**config.mk**
```make
export PLATFORM = sky130hd
export DESIGN_NAME = aept_core
export DESIGN_NICKNAME = d
export VERILOG_FILES = /design/src/inc/aept_pkg.sv /design/src/design/aept_core.sv
export VERILOG_INCLUDE_DIRS = /design/src /design/src/inc
export SDC_FILE = /design/constraint.sdc
export NUM_CORES = 1
export LEC_CHECK = 0
export BUFFER_PORTS_ARGS = -buffer_cell sky130_fd_sc_hd__buf_2
export CORE_AREA = 3 3 164 166
export DETAILED_ROUTE_END_ITERATION = 16
export DIE_AREA = 0 0 167 169
export HOLD_SLACK_MARGIN = 0.15
export MAX_ROUTING_LAYER = met4
export PLACE_DENSITY_LB_ADDON = 0.1
export SLEW_MARGIN = 20
export SYNTH_ARGS = -nofsm -noshare
export SYNTH_HDL_FRONTEND = slang
export SYNTH_SLANG_ARGS = --single-unit
```
**constraint.sdc**
```tcl
create_clock -name clk_in -period 3.3 [get_ports clk_in]
set_input_delay 0.66 -clock clk_in [delete_from_list [all_inputs] [get_ports clk_in]]
set_output_delay 0.66 -clock clk_in [all_outputs]
set_load 0.03 [all_outputs]
```
**src/inc/aept_map.svh**
```systemverilog
// Purpose: offsets, bit positions and reset values of the pm event block
// Assumes: byte wide i/o port, offsets relative to each block base
// Notes: definitions only
`ifndef AEPT_MAP_SVH
`define AEPT_MAP_SVH
// pm1 block offsets
`define AEPT_PM1_STS_LO 4'h0
`define AEPT_PM1_STS_HI 4'h1
`define AEPT_PM1_EN_LO 4'h2
`define AEPT_PM1_EN_HI 4'h3
`define AEPT_PM1_CTL 4'h4
`define AEPT_PM1_TMR0 4'h8
`define AEPT_PM1_TMR1 4'h9
`define AEPT_PM1_TMR2 4'ha
// first gpe block offsets
`define AEPT_GPE_STS 4'h0
`define AEPT_GPE_EN 4'h2
`define AEPT_GPE_CTL 4'h4
// block sizes in bytes
`define AEPT_PM1_SIZE 16'h0010
`define AEPT_GPE_SIZE 16'h0008
// pm1 status and enable bit positions
`define AEPT_B_TMR 0
`define AEPT_B_BM 4
`define AEPT_B_GBL 5
// pm1 control bit positions
`define AEPT_B_ACPI_EN 0
`define AEPT_B_BM_EN 1
`define AEPT_B_OS_RLS 2
// gpe bit positions
`define AEPT_B_FW_FLAG 0
`define AEPT_B_FW_EN 0
`define AEPT_B_TIMER_RUN_ENABLE 0
`define AEPT_B_FW_RLS 1
`define AEPT_B_BM_REQ 2
// reset values
`define AEPT_RST_BYTE 8'h00
`define AEPT_RST_TIMER_RUN_ENABLE 1'b1
`define AEPT_RST_COUNT 24'h000000
// most significant bit of the pm timer count
`define AEPT_TMR_MSB 23
`endif

```
**src/inc/aept_pkg.sv**
```systemverilog
// Purpose: types shared by the pm event block
// Assumes: configuration values come from the same clock domain
// Notes: constants live in aept_map.svh
package aept_pkg;
  // decoded block bases from the configuration space
  typedef struct packed {
    logic [15:0] pm1_base;
    logic [15:0] gpe0_base;
    logic [15:0] gpe1_base;
  } aept_bases_t;
  // interrupt routing choices from the configuration space
  typedef struct packed {
    logic legacy_route_enable;
    logic smi_serial_sel;
    logic serirq_mode;
    logic [3:0] sci_irq_sel;
  } aept_route_t;
endpackage

```
**src/design/aept_core.sv**
```systemverilog
// Purpose: pm event status/enable logic, release handshakes and pm timer
// Assumes: i/o strobes, address, data and timer clock arrive from pins
// Notes: interrupt pins are registered; reads show live timer count
`timescale 1ns/1ps
`include "aept_map.svh"

// Behaviour
// legacy routing sends events to smi
// acpi routing sends events to sci
// smi on dedicated pin or serial irq
// sci on pin, selected irq, serial irq
// firmware release and global enable raise sci
// write one firmware release sets global flag
// write one global flag clears both bits
// os release and firmware enable raise smi
// os release handshake with firmware event flag
// busmaster request and enable raise sci
// busmaster flag at bit four handshake
// free running 24-bit up counter
// bit 23 change sets timer flag
// timer flag with enable raises sci
// three byte registers read timer count
// run enable low halts the timer
// status sets always; enable gates interrupt
// status and enable pairs, same positions
// status bits cleared by writing one
// reserved bits read zero, ignore writes
// block bases decoded from configuration registers
// status byte resets zero, bits 0,5
// enable byte offset two, bits 0,5
module aept_core
  import aept_pkg::*;
(
  // clock and reset
  input wire logic clk_in,
  input wire logic sys_rst_in,
  // i/o port pins
  input wire logic io_rd_n_in,
  input wire logic io_wr_n_in,
  input wire logic io_aen_in,
  input wire logic [15:0] io_addr_in,
  input wire logic [7:0] io_data_in,
  output logic [7:0] io_data_out,
  output logic io_data_oe_out,
  // configuration space values
  input wire aept_bases_t cfg_bases_in,
  input wire aept_route_t cfg_route_in,
  // timer clock pin
  input wire logic pm_timer_clk_in,
  // interrupt outputs
  output logic smi_n_out,
  output logic sci_n_out,
  output logic [15:0] irq_out,
  output logic serial_irq_smi_req_out,
  output logic serial_irq_sci_req_out
);

  // registers of the block
  logic timer_toggle_flag_r;
  logic busmaster_event_flag_r;
  logic global_event_flag_r;
  logic timer_event_enable_r;
  logic global_event_enable_r;
  logic acpi_route_enable_r;
  logic busmaster_event_enable_r;
  logic os_release_r;
  logic firmware_event_flag_r;
  logic firmware_event_enable_r;
  logic timer_run_enable_r;
  logic firmware_release_r;
  logic busmaster_request_r;
  logic [23:0] count_r;
  logic [23:0] count_nxt;
  // pin synchronisers
  logic rd_n_s1_r, rd_n_s2_r, wr_n_s1_r, wr_n_s2_r, wr_n_s3_r;
  logic aen_s1_r, aen_s2_r, tclk_s1_r, tclk_s2_r, tclk_s3_r;
  logic [15:0] addr_s1_r, addr_s2_r;
  logic [7:0] data_s1_r, data_s2_r;
  // decode
  logic wr_p, rd_act, tick, toggle;
  logic pm1_hit, gpe0_hit, gpe1_hit;
  logic [3:0] pm1_off, gpe_off;
  logic [7:0] rdata_nxt;
  logic sci_ev, smi_ev, sci_act, smi_act;

  // true when addr falls inside the block at base
  function automatic logic blk_hit(input logic [15:0] a, input logic [15:0] base,
                                   input logic [15:0] size);
    logic [15:0] d;
    d = 16'(a - base);
    return d < size;
  endfunction

  // write strobe landing on one bit of one register
  function automatic logic wr_bit(input logic hit, input logic [3:0] off,
                                  input logic [3:0] want, input logic dbit);
    return hit && (off == want) && dbit;
  endfunction

  // two-flop synchronisers for every pin input, with a third flop on the write strobe and the timer clock
  always_ff @(posedge clk_in) begin
    if (sys_rst_in) begin
      rd_n_s1_r <= 1'b1;
      rd_n_s2_r <= 1'b1;
      wr_n_s1_r <= 1'b1;
      wr_n_s2_r <= 1'b1;
      wr_n_s3_r <= 1'b1;
      aen_s1_r <= 1'b1;
      aen_s2_r <= 1'b1;
      addr_s1_r <= 16'h0000;
      addr_s2_r <= 16'h0000;
      data_s1_r <= 8'h00;
      data_s2_r <= 8'h00;
      tclk_s1_r <= 1'b0;
      tclk_s2_r <= 1'b0;
      tclk_s3_r <= 1'b0;
    end else begin
      rd_n_s1_r <= io_rd_n_in;
      rd_n_s2_r <= rd_n_s1_r;
      wr_n_s1_r <= io_wr_n_in;
      wr_n_s2_r <= wr_n_s1_r;
      wr_n_s3_r <= wr_n_s2_r;
      aen_s1_r <= io_aen_in;
      aen_s2_r <= aen_s1_r;
      addr_s1_r <= io_addr_in;
      addr_s2_r <= addr_s1_r;
      data_s1_r <= io_data_in;
      data_s2_r <= data_s1_r;
      tclk_s1_r <= pm_timer_clk_in;
      tclk_s2_r <= tclk_s1_r;
      tclk_s3_r <= tclk_s2_r;
    end
  end

  // block decode; writes commit on the trailing edge of the strobe
  assign pm1_hit = !aen_s2_r && blk_hit(addr_s2_r, cfg_bases_in.pm1_base,
                                        `AEPT_PM1_SIZE);
  assign gpe0_hit = !aen_s2_r && blk_hit(addr_s2_r, cfg_bases_in.gpe0_base,
                                         `AEPT_GPE_SIZE);
  assign gpe1_hit = !aen_s2_r && blk_hit(addr_s2_r, cfg_bases_in.gpe1_base,
                                         `AEPT_GPE_SIZE);
  assign pm1_off = 4'(addr_s2_r - cfg_bases_in.pm1_base);
  assign gpe_off = 4'(addr_s2_r - cfg_bases_in.gpe0_base);
  assign wr_p = wr_n_s2_r && !wr_n_s3_r;
  assign rd_act = !rd_n_s2_r;

  // timer advance on each rising edge of the timer clock while run enable is set
  assign tick = tclk_s2_r && !tclk_s3_r && timer_run_enable_r;
  assign count_nxt = 24'(count_r + 24'h000001);
  assign toggle = tick && (count_nxt[`AEPT_TMR_MSB] != count_r[`AEPT_TMR_MSB]);

  // pm timer counter
  always_ff @(posedge clk_in) begin
    if (sys_rst_in) begin
      count_r <= `AEPT_RST_COUNT;
    end else if (tick) begin
      count_r <= count_nxt;
    end
  end

  // timer toggle flag; a toggle beats a clear in the same cycle
  always_ff @(posedge clk_in) begin
    if (sys_rst_in) begin
      timer_toggle_flag_r <= 1'b0;
    end else if (toggle) begin
      timer_toggle_flag_r <= 1'b1;
    end else if (wr_p && wr_bit(pm1_hit, pm1_off, `AEPT_PM1_STS_LO,
                                data_s2_r[`AEPT_B_TMR])) begin
      timer_toggle_flag_r <= 1'b0;
    end
  end

  // firmware to os handshake
  always_ff @(posedge clk_in) begin
    if (sys_rst_in) begin
      firmware_release_r <= 1'b0;
      global_event_flag_r <= 1'b0;
    end else if (wr_p && wr_bit(gpe0_hit, gpe_off, `AEPT_GPE_CTL,
                                data_s2_r[`AEPT_B_FW_RLS])) begin
      firmware_release_r <= 1'b1;
      global_event_flag_r <= 1'b1;
    end else if (wr_p && wr_bit(pm1_hit, pm1_off, `AEPT_PM1_STS_LO,
                                data_s2_r[`AEPT_B_GBL])) begin
      firmware_release_r <= 1'b0;
      global_event_flag_r <= 1'b0;
    end
  end

  // os to firmware handshake
  always_ff @(posedge clk_in) begin
    if (sys_rst_in) begin
      os_release_r <= 1'b0;
      firmware_event_flag_r <= 1'b0;
    end else if (wr_p && wr_bit(pm1_hit, pm1_off, `AEPT_PM1_CTL,
                                data_s2_r[`AEPT_B_OS_RLS])) begin
      os_release_r <= 1'b1;
      firmware_event_flag_r <= 1'b1;
    end else if (wr_p && wr_bit(gpe0_hit, gpe_off, `AEPT_GPE_STS,
                                data_s2_r[`AEPT_B_FW_FLAG])) begin
      os_release_r <= 1'b0;
      firmware_event_flag_r <= 1'b0;
    end
  end

  // bus master handshake
  always_ff @(posedge clk_in) begin
    if (sys_rst_in) begin
      busmaster_request_r <= 1'b0;
      busmaster_event_flag_r <= 1'b0;
    end else if (wr_p && wr_bit(gpe0_hit, gpe_off, `AEPT_GPE_CTL,
                                data_s2_r[`AEPT_B_BM_REQ])) begin
      busmaster_request_r <= 1'b1;
      busmaster_event_flag_r <= 1'b1;
    end else if (wr_p && wr_bit(pm1_hit, pm1_off, `AEPT_PM1_STS_LO,
                                data_s2_r[`AEPT_B_BM])) begin
      busmaster_request_r <= 1'b0;
      busmaster_event_flag_r <= 1'b0;
    end
  end

  // plain enable and control bits; other bits are not stored
  always_ff @(posedge clk_in) begin
    if (sys_rst_in) begin
      timer_event_enable_r <= 1'b0;
      global_event_enable_r <= 1'b0;
      acpi_route_enable_r <= 1'b0;
      busmaster_event_enable_r <= 1'b0;
      firmware_event_enable_r <= 1'b0;
      timer_run_enable_r <= `AEPT_RST_TIMER_RUN_ENABLE;
    end else if (wr_p) begin
      if (pm1_hit && pm1_off == `AEPT_PM1_EN_LO) begin
        timer_event_enable_r <= data_s2_r[`AEPT_B_TMR];
        global_event_enable_r <= data_s2_r[`AEPT_B_GBL];
      end
      if (pm1_hit && pm1_off == `AEPT_PM1_CTL) begin
        acpi_route_enable_r <= data_s2_r[`AEPT_B_ACPI_EN];
        busmaster_event_enable_r <= data_s2_r[`AEPT_B_BM_EN];
      end
      if (gpe0_hit && gpe_off == `AEPT_GPE_EN) begin
        firmware_event_enable_r <= data_s2_r[`AEPT_B_FW_EN];
      end
      if (gpe0_hit && gpe_off == `AEPT_GPE_CTL) begin
        timer_run_enable_r <= data_s2_r[`AEPT_B_TIMER_RUN_ENABLE];
      end
    end
  end

  // read data mux; reserved and unmapped bits read zero
  always_comb begin
    rdata_nxt = `AEPT_RST_BYTE;
    if (pm1_hit) begin
      case (pm1_off)
        `AEPT_PM1_STS_LO: begin
          rdata_nxt[`AEPT_B_TMR] = timer_toggle_flag_r;
          rdata_nxt[`AEPT_B_BM] = busmaster_event_flag_r;
          rdata_nxt[`AEPT_B_GBL] = global_event_flag_r;
        end
        `AEPT_PM1_EN_LO: begin
          rdata_nxt[`AEPT_B_TMR] = timer_event_enable_r;
          rdata_nxt[`AEPT_B_GBL] = global_event_enable_r;
        end
        `AEPT_PM1_CTL: begin
          rdata_nxt[`AEPT_B_ACPI_EN] = acpi_route_enable_r;
          rdata_nxt[`AEPT_B_BM_EN] = busmaster_event_enable_r;
          rdata_nxt[`AEPT_B_OS_RLS] = os_release_r;
        end
        `AEPT_PM1_TMR0: rdata_nxt = count_r[7:0];
        `AEPT_PM1_TMR1: rdata_nxt = count_r[15:8];
        `AEPT_PM1_TMR2: rdata_nxt = count_r[23:16];
        default: rdata_nxt = `AEPT_RST_BYTE;
      endcase
    end else if (gpe0_hit) begin
      case (gpe_off)
        `AEPT_GPE_STS: rdata_nxt[`AEPT_B_FW_FLAG] = firmware_event_flag_r;
        `AEPT_GPE_EN: rdata_nxt[`AEPT_B_FW_EN] = firmware_event_enable_r;
        `AEPT_GPE_CTL: begin
          rdata_nxt[`AEPT_B_TIMER_RUN_ENABLE] = timer_run_enable_r;
          rdata_nxt[`AEPT_B_FW_RLS] = firmware_release_r;
          rdata_nxt[`AEPT_B_BM_REQ] = busmaster_request_r;
        end
        default: rdata_nxt = `AEPT_RST_BYTE;
      endcase
    end
  end

  // read data registered every cycle; output enable follows the synced read strobe
  always_ff @(posedge clk_in) begin
    if (sys_rst_in) begin
      io_data_out <= 8'h00;
      io_data_oe_out <= 1'b0;
    end else begin
      io_data_out <= rdata_nxt;
      io_data_oe_out <= rd_act && (pm1_hit || gpe0_hit || gpe1_hit);
    end
  end

  // event gathering and routing
  assign sci_ev = (timer_toggle_flag_r && timer_event_enable_r)
               || (firmware_release_r && global_event_enable_r)
               || (busmaster_request_r && busmaster_event_enable_r);
  assign smi_ev = os_release_r && firmware_event_enable_r;
  assign sci_act = sci_ev && acpi_route_enable_r;
  assign smi_act = smi_ev || (sci_ev && cfg_route_in.legacy_route_enable);

  // interrupt pins, registered
  always_ff @(posedge clk_in) begin
    if (sys_rst_in) begin
      smi_n_out <= 1'b1;
      sci_n_out <= 1'b1;
      irq_out <= 16'h0000;
      serial_irq_smi_req_out <= 1'b0;
      serial_irq_sci_req_out <= 1'b0;
    end else begin
      smi_n_out <= !(smi_act && !cfg_route_in.smi_serial_sel);
      serial_irq_smi_req_out <= smi_act && cfg_route_in.smi_serial_sel;
      sci_n_out <= !sci_act;
      irq_out <= 16'h0000;
      if (cfg_route_in.sci_irq_sel != 4'h0) begin
        irq_out[cfg_route_in.sci_irq_sel] <= sci_act;
      end
      serial_irq_sci_req_out <= sci_act && cfg_route_in.serirq_mode;
    end
  end
endmodule // aept_core

```
==> impl_results.rst, run 1 <==
.. list-table::
   :header-rows: 1

   * - Metric
     - Value
   * - Synth async-reset ratio
     - 0%
   * - Clock sinks
     - between 100 and 150
   * - EDFF count, synth
     - 0
   * - Horizontal die dimension
     - 167 um
   * - Internal cell power
     - 2.71 mW
   * - Number of nets in the final layout
     - between 1000 and 1500
   * - Startpoint types
     - flop
   * - Sequential group share of total power
     - 39.0%
   * - Number of slew-limit violations in the final report
     - 0
   * - Setup fix buffers added after clock tree synthesis
     - 0
   * - CP Max Fanout
     - 4
   * - IR Drop Worst-Case VDD
     - 309 uV
   * - Areal power density over the cells
     - 448 nW/um^2
   * - Least-Margin Pin Slew
     - 524 ps
   * - RSZ-0062 raised after global routing
     - false
   * - Worst-case headroom to the max-slew limit
     - 65.1%
   * - Count of placed standard cells including taps
     - 1225
   * - Final-layout setup total negative slack
     - 0 ps
   * - Post-Layout Cell Count
     - 1257
   * - Clock-pin slew on the worst setup and hold paths
     - 60 ps
   * - Signed area change from the synthesized netlist to the final layout
     - 29.6%
   * - Worst hold slack after final layout
     - ~410 ps
   * - Leading cell type in the layout, fill and taps excluded
     - sky130_fd_sc_hd__dfxtp_1
   * - Register bit total from synthesis
     - 115
   * - 1st-iter DRT viols
     - 223
   * - Post-Synthesis Cell Area
     - 6360 um^2
   * - Total of warnings raised by yosys
     - 0
   * - Finish-stage setup viols
     - 0
   * - Largest net degree at the start of global routing
     - 55
   * - Post-route clock period utilization
     - 91.6%
   * - TritonCTS buffer count
     - 17
   * - Portion of the post-synthesis area used by sequential elements
     - 36.2%
   * - RD Place Congestion
     - a little over 0.8
   * - Fraction of layout cells with a size suffix above 1
     - 24.9%
   * - Final HPWL from detailed placement
     - 14300 um
   * - Max cap viols
     - 0
   * - Synthesized netlist cell count
     - 743
   * - Leakage Power
     - 3.69 nW
   * - Core box area
     - 25800 um^2
   * - Net switching power
     - 0.990 mW
   * - CTS H-tree lvls
     - 4
   * - Worst endpoint data arrival time
     - 3320 ps
   * - Net count after synthesis
     - 874
   * - Overall die area
     - roughly 28000 um^2
   * - Number of antenna violations at the first check in global routing
     - 1
   * - Worst-Skew Late Latency
     - between 400 and 500 ps
   * - Minimum setup slack after placement
     - -127 ps
   * - Remaining Overflow, GRT
     - 0
   * - Element type at the critical path end
     - flop
   * - Min-delay worst type
     - reg -> reg
   * - Distinct cell type count of the synthesized netlist
     - 71
   * - Flip-flop cell with the highest count after synthesis
     - sky130_fd_sc_hd__dfxtp_1
   * - Cell row count
     - 59
   * - Clk pwr share
     - 46.1%
   * - Vias after detailed routing
     - 5632
   * - IO Count
     - 114
   * - Post-synthesis area per instance
     - 8.56 um^2
   * - Final worst-path setup slack
     - around 280 ps
   * - Starting Density
     - approximately a quarter
   * - Number of buffers on the longest clock path
     - 2
   * - Number of iterations in the first detailed-routing pass
     - 4
   * - Number of antenna-violating nets in the routed design
     - 0
   * - Wire length of the first global-routing pass
     - 28800 um
   * - Routed length per placed instance
     - 14.5 um
   * - CTS tree
     - done
   * - Combinational power share
     - 14.9%
   * - GRT Util Overall
     - a little over an eighth
   * - Final-report hold violation count
     - 0
   * - Net switching fraction of the power
     - 26.8%
   * - Fillers
     - 2772
   * - Kind of critical path
     - reg -> reg
   * - Post-DR vias/cell
     - 4.48
   * - Root Buffer Master
     - sky130_fd_sc_hd__clkbuf_16
   * - Run status
     - finished, final reports clean
   * - DRC violations left
     - 0
   * - Commonest cells after routing, fill and taps aside
     - sky130_fd_sc_hd__dfxtp_1 (114), sky130_fd_sc_hd__buf_2 (110), sky130_fd_sc_hd__nor2_1 (62), sky130_fd_sc_hd__inv_1 (57), sky130_fd_sc_hd__buf_4 (57)
   * - F_max
     - between 0.3 and 0.4 GHz
   * - Clock Skew
     - 16.2 ps
   * - Total power draw
     - 3.70 mW
   * - Crit path time final
     - 3020 ps
   * - DIE HEIGHT
     - 169 um
   * - Quantity of I/O buffers inserted on ports
     - 110
   * - Number of global-route vias before repair
     - about 5600
   * - Total wire length after detailed routing
     - approximately 18000 um
   * - Required @ worst endpoint
     - 3590 ps
registers in the layout, summed over array words and instances, names as in the netlist, 5 cells and up:
register / count
addr_s1_r: 16
addr_s2_r: 16
count_r: 24
data_s1_r: 5
data_s2_r: 5
io_data_out: 8
irq_out: 16
synthesized netlist by cell type, types with 3 or more instances:
library cell	number	area share, %
sky130_fd_sc_hd__mux2_2	6	1.1
sky130_fd_sc_hd__xor2_1	22	3.0
sky130_fd_sc_hd__ha_1	45	8.9
sky130_fd_sc_hd__inv_1	58	3.4
sky130_fd_sc_hd__nor2_1	62	3.7
sky130_fd_sc_hd__clkbuf_1	20	1.2
sky130_fd_sc_hd__nand2_1	49	2.9
sky130_fd_sc_hd__nor3b_1	7	0.83
sky130_fd_sc_hd__o22ai_1	4	0.39
sky130_fd_sc_hd__or2_2	9	0.89
sky130_fd_sc_hd__a31oi_1	10	0.98
sky130_fd_sc_hd__o31a_1	6	0.83
sky130_fd_sc_hd__nor3_1	16	1.3
sky130_fd_sc_hd__nor4_1	7	0.69
sky130_fd_sc_hd__xnor2_1	12	1.7
sky130_fd_sc_hd__and3b_1	3	0.41
sky130_fd_sc_hd__a21oi_1	44	3.5
sky130_fd_sc_hd__o211ai_1	7	0.83
sky130_fd_sc_hd__dfxtp_1	115	36
sky130_fd_sc_hd__o21a_1	7	0.83
sky130_fd_sc_hd__nand4_1	8	0.79
sky130_fd_sc_hd__nor2b_1	52	5.1
sky130_fd_sc_hd__nand2b_1	13	1.3
sky130_fd_sc_hd__a22oi_1	8	0.94
sky130_fd_sc_hd__o21ai_0	33	2.6
sky130_fd_sc_hd__nand3_1	24	1.9
sky130_fd_sc_hd__a21o_1	8	0.94
sky130_fd_sc_hd__or3_1	10	0.98
sky130_fd_sc_hd__and3_1	11	1.1
sky130_fd_sc_hd__nand3b_1	3	0.35
sky130_fd_sc_hd__mux2i_1	10	1.6
per-stage QoR:
| stage | utilization (%) | instance area, um^2 |
|---|---|---|
| after floorplan | - | 6360 |
| final | 32.0 | 8250 |
| after global placement | 29.8 | 7680 |
| after global routing | 32.0 | 8250 |
| after detailed placement | 29.8 | 7680 |
| after CTS | 31.9 | 8220 |
area by class of cell:
cell class / count / area, um^2 / share of cell area, %
repair buffers: 167 / 978 / 11.9
clock inverters: 13 / 113 / 1.37
diodes: 1 / 2.50 / 0.0303
well taps: 335 / 419 / 5.08
inverters: 58 / 218 / 2.64
multi-input cells: 550 / 3780 / 45.9
flip-flops and latches: 115 / 2300 / 27.9
clock buffers: 18 / 429 / 5.20
cells by family (layout without fill, tap and decap cells):
| kind of cell | count (synthesis) | after routing | share of synthesized area, % |
|---|---|---|---|
| mux | 17 | 17 | 2.99 |
| simple gates | 293 | 293 | 25.7 |
| xor+xnor | 34 | 34 | 4.68 |
| flops | 115 | 115 | 36.2 |
| buf+inv | 78 | 256 | 4.60 |
| fa+ha+maj | 46 | 46 | 9.17 |
| other cells | 1 | 2 | 0.0590 |
| compound gates | 159 | 159 | 16.6 |
power by group through the flow:
stage	Combinational (mW)	Clock (mW)	Sequential, mW
after floorplan	0.345	0	1.46
final	0.550	1.70	1.44
after detailed placement	0.548	0	1.47
after global placement	0.551	0	1.47
after global routing	0.617	1.82	1.45
after CTS	0.552	1.76	1.44
worst paths after layout:
path / startpoint / endpoint / cells after the start / slack [ps]
worst max-delay path: addr_s2_r[1] / busmaster_event_enable_r / 10 / 280
worst min-delay path: aen_s1_r / aen_s2_r / 1 / 410
worst max register to register: addr_s2_r[1] / busmaster_event_enable_r / 10 / 280
worst min register to register: aen_s1_r / aen_s2_r / 1 / 410
layer usage:
metal / part of all wire (%) / vias up / global-route usage [%]
li1: - / 2968 / -
met1: 52 / 2541 / 18.3
met2: 44 / 108 / 20.0
met3: 3.1 / 15 / 2.64
met4: 0.85 / 0 / 3.12
met5: 0 / - / -
what timing repair did:
item                                    4_1_cts  5_1_grt
hold buffers                                  0        0
gates resized for setup                       0        7
endpoints found under the hold margin         0        0
endpoints found under the setup margin        0        8
critical path, stage by stage, from the launching register on:
cell and delay, ps:
sky130_fd_sc_hd__dfxtp_2 410, sky130_fd_sc_hd__ha_1 250, sky130_fd_sc_hd__nor2b_1 140, sky130_fd_sc_hd__o31a_1 250, sky130_fd_sc_hd__o31a_1 310, sky130_fd_sc_hd__a2111oi_4 380
sky130_fd_sc_hd__o21ai_1 110, sky130_fd_sc_hd__o31a_1 130, sky130_fd_sc_hd__nand4b_4 210, sky130_fd_sc_hd__nor4_4 350, sky130_fd_sc_hd__mux2_2 360
Power figures use the tool's default switching activity.
==> run 2: changes to the inputs <==
- clock period: 3.3 -> 3.1 ns (I/O delays scaled with it)
==> run 2 against run 1 <==
Against the previous run:
- sequential share of layout area decreased by 1.3 points
- fmax grew 0.79%
- clock power up 21%
- critical path depth is 1 higher
- clock-buffer cell count unchanged
- power is 15% higher
- register-to-register slack got worse by 180 ps
- critical endpoint unchanged
==> impl_results.rst, run 2 (synthesis results as in run 1) <==
.. list-table::
   :header-rows: 1

   * - Metric
     - Value
   * - Run status
     - finished, final reports clean
   * - Routed length per placed instance
     - 14.4 um (-0.29%)
   * - CTS tree
     - done
   * - Post-DR vias/cell
     - 4.46 (-0.40%)
   * - Number of slew-limit violations in the final report
     - 0 (unchanged)
   * - Cell row count
     - 59 (unchanged)
   * - DIE HEIGHT
     - 169 um (unchanged)
   * - Number of iterations in the first detailed-routing pass
     - 4 (unchanged)
   * - Number of cells on the critical path
     - 11 (+1)
   * - Worst-Skew Late Latency
     - 420 ps (about the same)
   * - Leakage Power
     - 3.91 nW (+5.9%)
   * - Number of antenna-violating nets in the routed design
     - 0 (unchanged)
   * - TritonCTS buffer count
     - 17 (unchanged)
   * - Cell with the largest stage delay on the worst path
     - sky130_fd_sc_hd__nor4_4
   * - Launch point of the worst reg-to-reg path
     - addr_s2_r[1]
   * - Hold path endpoint
     - rd_n_s1_r
   * - Worst R2R Setup Slack
     - 100 ps (-180 ps)
   * - Hold path start
     - io_rd_n_in
   * - Critical path, cell by cell
     - buf_12 > ha_4 > nor2b_4 > o31a_1 > o31a_1 > a2111oi_4 > o21ai_1 > o31a_1 > nand4b_4 > nor4_4 > mux2_4
   * - IO Count
     - 114 (unchanged)
   * - Wire length of the first global-routing pass
     - 29400 um (+2.0%)
   * - Clock-pin slew on the worst setup and hold paths
     - 60 ps (about the same)
   * - Number of buffers on the longest clock path
     - 2 (unchanged)
   * - IR Drop Worst-Case VDD
     - 359 uV (+16%)
   * - Quantity of I/O buffers inserted on ports
     - 110 (unchanged)
   * - Total power draw
     - 4.24 mW (+15%)
   * - Cell family with most CP delay
     - compound AO/OA/AOI/OAI gates
   * - Total wire length after detailed routing
     - 18600 um (+2.2%)
   * - Startpoint types
     - flop
   * - 1st-iter DRT viols
     - 264 (+18%)
   * - F_max
     - 0.333 GHz (+0.79%)
   * - Horizontal die dimension
     - 167 um (unchanged)
   * - Register with the most flip-flops
     - count_r
   * - Signed area change from the synthesized netlist to the final layout
     - 36.3%
   * - Least-Margin Pin Slew
     - 503 ps (-20.5 ps)
   * - Element type at the critical path end
     - flop
   * - Worst Reg2Reg Path Length in Cells
     - 11 (+1)
   * - CTS H-tree lvls
     - 4 (unchanged)
   * - Worst-case headroom to the max-slew limit
     - 66.4% (+1.3 points)
   * - Flip-flop count of the largest register, all copies and words added
     - 24 (unchanged)
   * - CP Max Fanout
     - 4 (unchanged)
   * - Number of antenna violations at the first check in global routing
     - 0 (-1)
   * - DRC violations left
     - 0 (unchanged)
   * - Number of nets in the final layout
     - 1071 (+3.0%)
   * - Clock sinks
     - 115 (unchanged)
   * - CP bufs+invs
     - 1 (+1)
   * - Number of global-route vias before repair
     - 5637 (+1.0%)
   * - Finish-stage setup viols
     - 0 (unchanged)
   * - Overall die area
     - 28200 um^2 (unchanged)
   * - Post-route clock period utilization
     - 96.8% (+5.1 points)
   * - Starting Density
     - 24.7% (unchanged)
   * - Post-layout util
     - 33.6% (+1.6 points)
   * - Cell occurring most often along the worst timing path
     - sky130_fd_sc_hd__o31a_1
   * - RD Place Congestion
     - 0.832 (+2.6%)
   * - Crit path time final
     - 3000 ps (-23.7 ps)
   * - Clock Skew
     - 9.60 ps (-6.65 ps)
   * - Root Buffer Master
     - sky130_fd_sc_hd__clkbuf_16
   * - Commonest cells after routing, fill and taps aside
     - sky130_fd_sc_hd__dfxtp_1 (111), sky130_fd_sc_hd__buf_2 (110), sky130_fd_sc_hd__buf_4 (85), sky130_fd_sc_hd__nor2_1 (62), sky130_fd_sc_hd__inv_1 (57)
   * - RSZ-0062 raised after global routing
     - true
   * - Worst endpoint data arrival time
     - 3300 ps (-20 ps)
   * - Remaining Overflow, GRT
     - 0 (unchanged)
   * - Final-report hold violation count
     - 0 (unchanged)
   * - Final HPWL from detailed placement
     - 14800 um (+2.8%)
   * - Antenna diode count
     - 0 (-1)
   * - Areal power density over the cells
     - 489 nW/um^2 (+9.1%)
   * - GRT Util Overall
     - 13.6% (+0.38 points)
   * - Max cap viols
     - 0 (unchanged)
   * - Post-CTS Hold Fix Bufs
     - 0 (unchanged)
   * - Largest net degree at the start of global routing
     - 44 (-20%)
   * - Delay of the slowest cell on the worst path
     - 360 ps (-50 ps)
   * - Vias after detailed routing
     - 5748 (+2.1%)
   * - Fraction of layout cells with a size suffix above 1
     - 28.6% (+3.8 points)
   * - Core box area
     - 25800 um^2 (unchanged)
   * - Required @ worst endpoint
     - 3400 ps (-190 ps)
   * - Kind of critical path
     - reg -> reg
   * - Leading cell type in the layout, fill and taps excluded
     - sky130_fd_sc_hd__dfxtp_1
   * - Min-delay worst type
     - in -> reg
   * - Cell depth of the worst hold path
     - 2 (+1)
   * - Worst r2r dst
     - busmaster_event_enable_r
==> run 2: worst register-to-register path: stages (launching register included) <==
cell and delay (ps):
sky130_fd_sc_hd__dfxtp_2 320, sky130_fd_sc_hd__buf_12 130, sky130_fd_sc_hd__ha_4 210, sky130_fd_sc_hd__nor2b_4 120, sky130_fd_sc_hd__o31a_1 290, sky130_fd_sc_hd__o31a_1 350
sky130_fd_sc_hd__a2111oi_4 330, sky130_fd_sc_hd__o21ai_1 90, sky130_fd_sc_hd__o31a_1 130, sky130_fd_sc_hd__nand4b_4 220, sky130_fd_sc_hd__nor4_4 360, sky130_fd_sc_hd__mux2_4 330
==> run 2: how the worst max path moves through the flow <==
stage / slack [ps] / endpoint / start
final: 100 / busmaster_event_enable_r / addr_s2_r[1]
after global routing: -9 / busmaster_event_enable_r / addr_s2_r[1]
after CTS: 7 / io_data_oe_out / addr_s2_r[1]
after detailed placement: -290 / io_data_oe_out / cfg_bases_in[33]
after global placement: -270 / io_data_oe_out / cfg_bases_in[33]
after floorplan: 7 / busmaster_event_enable_r / cfg_bases_in[33]
==> run 2: cell type report <==
type | instances | area, um^2
clock buffers | 18 | 439
multi-input cells | 550 | 3860
flip-flops and latches | 115 | 2310
clock inverters | 14 | 176
fillers | 2697 | 17100
inverters | 58 | 218
repair buffers | 198 | 1250
well taps | 335 | 419
==> run 2: per-layer routing <==
metal  global-route usage (%)  routed length (um)  vias up
met5                        -                   0        -
met4                     3.23                 182        0
met3                     2.76                 599       18
met2                     20.4                8070       91
met1                     18.9                9740     2629
li1                         -                   -     3010
==> run 2: repair_timing <==
item | in CTS | in global routing
gates resized for setup | 1 | 21
setup endpoints to repair | 1 | 17
pin swaps | 0 | 8
setup buffers | 0 | 5
==> run 2: metrics by stage <==
step / hold WS (ps) / setup slack, ps / cells / setup TNS [ps] / cell area [um^2]
finish: 387 / 101 / 1288 / 0 / 8670
global route: 386 / -8.85 / 1288 / -8.85 / 8670
CTS: 365 / 7.19 / 1283 / 0 / 8550
detailed placement: 401 / -287 / 1251 / -3180 / 7930
global placement: 395 / -267 / 1251 / -2900 / 7930
floorplan: 389 / 7.25 / 743 / 0 / 6380
==> run 2: power breakdown <==
group | internal, mW | switching [mW]
clock network | 1.29 | 0.771
logic | 0.314 | 0.324
registers | 1.51 | 0.0239
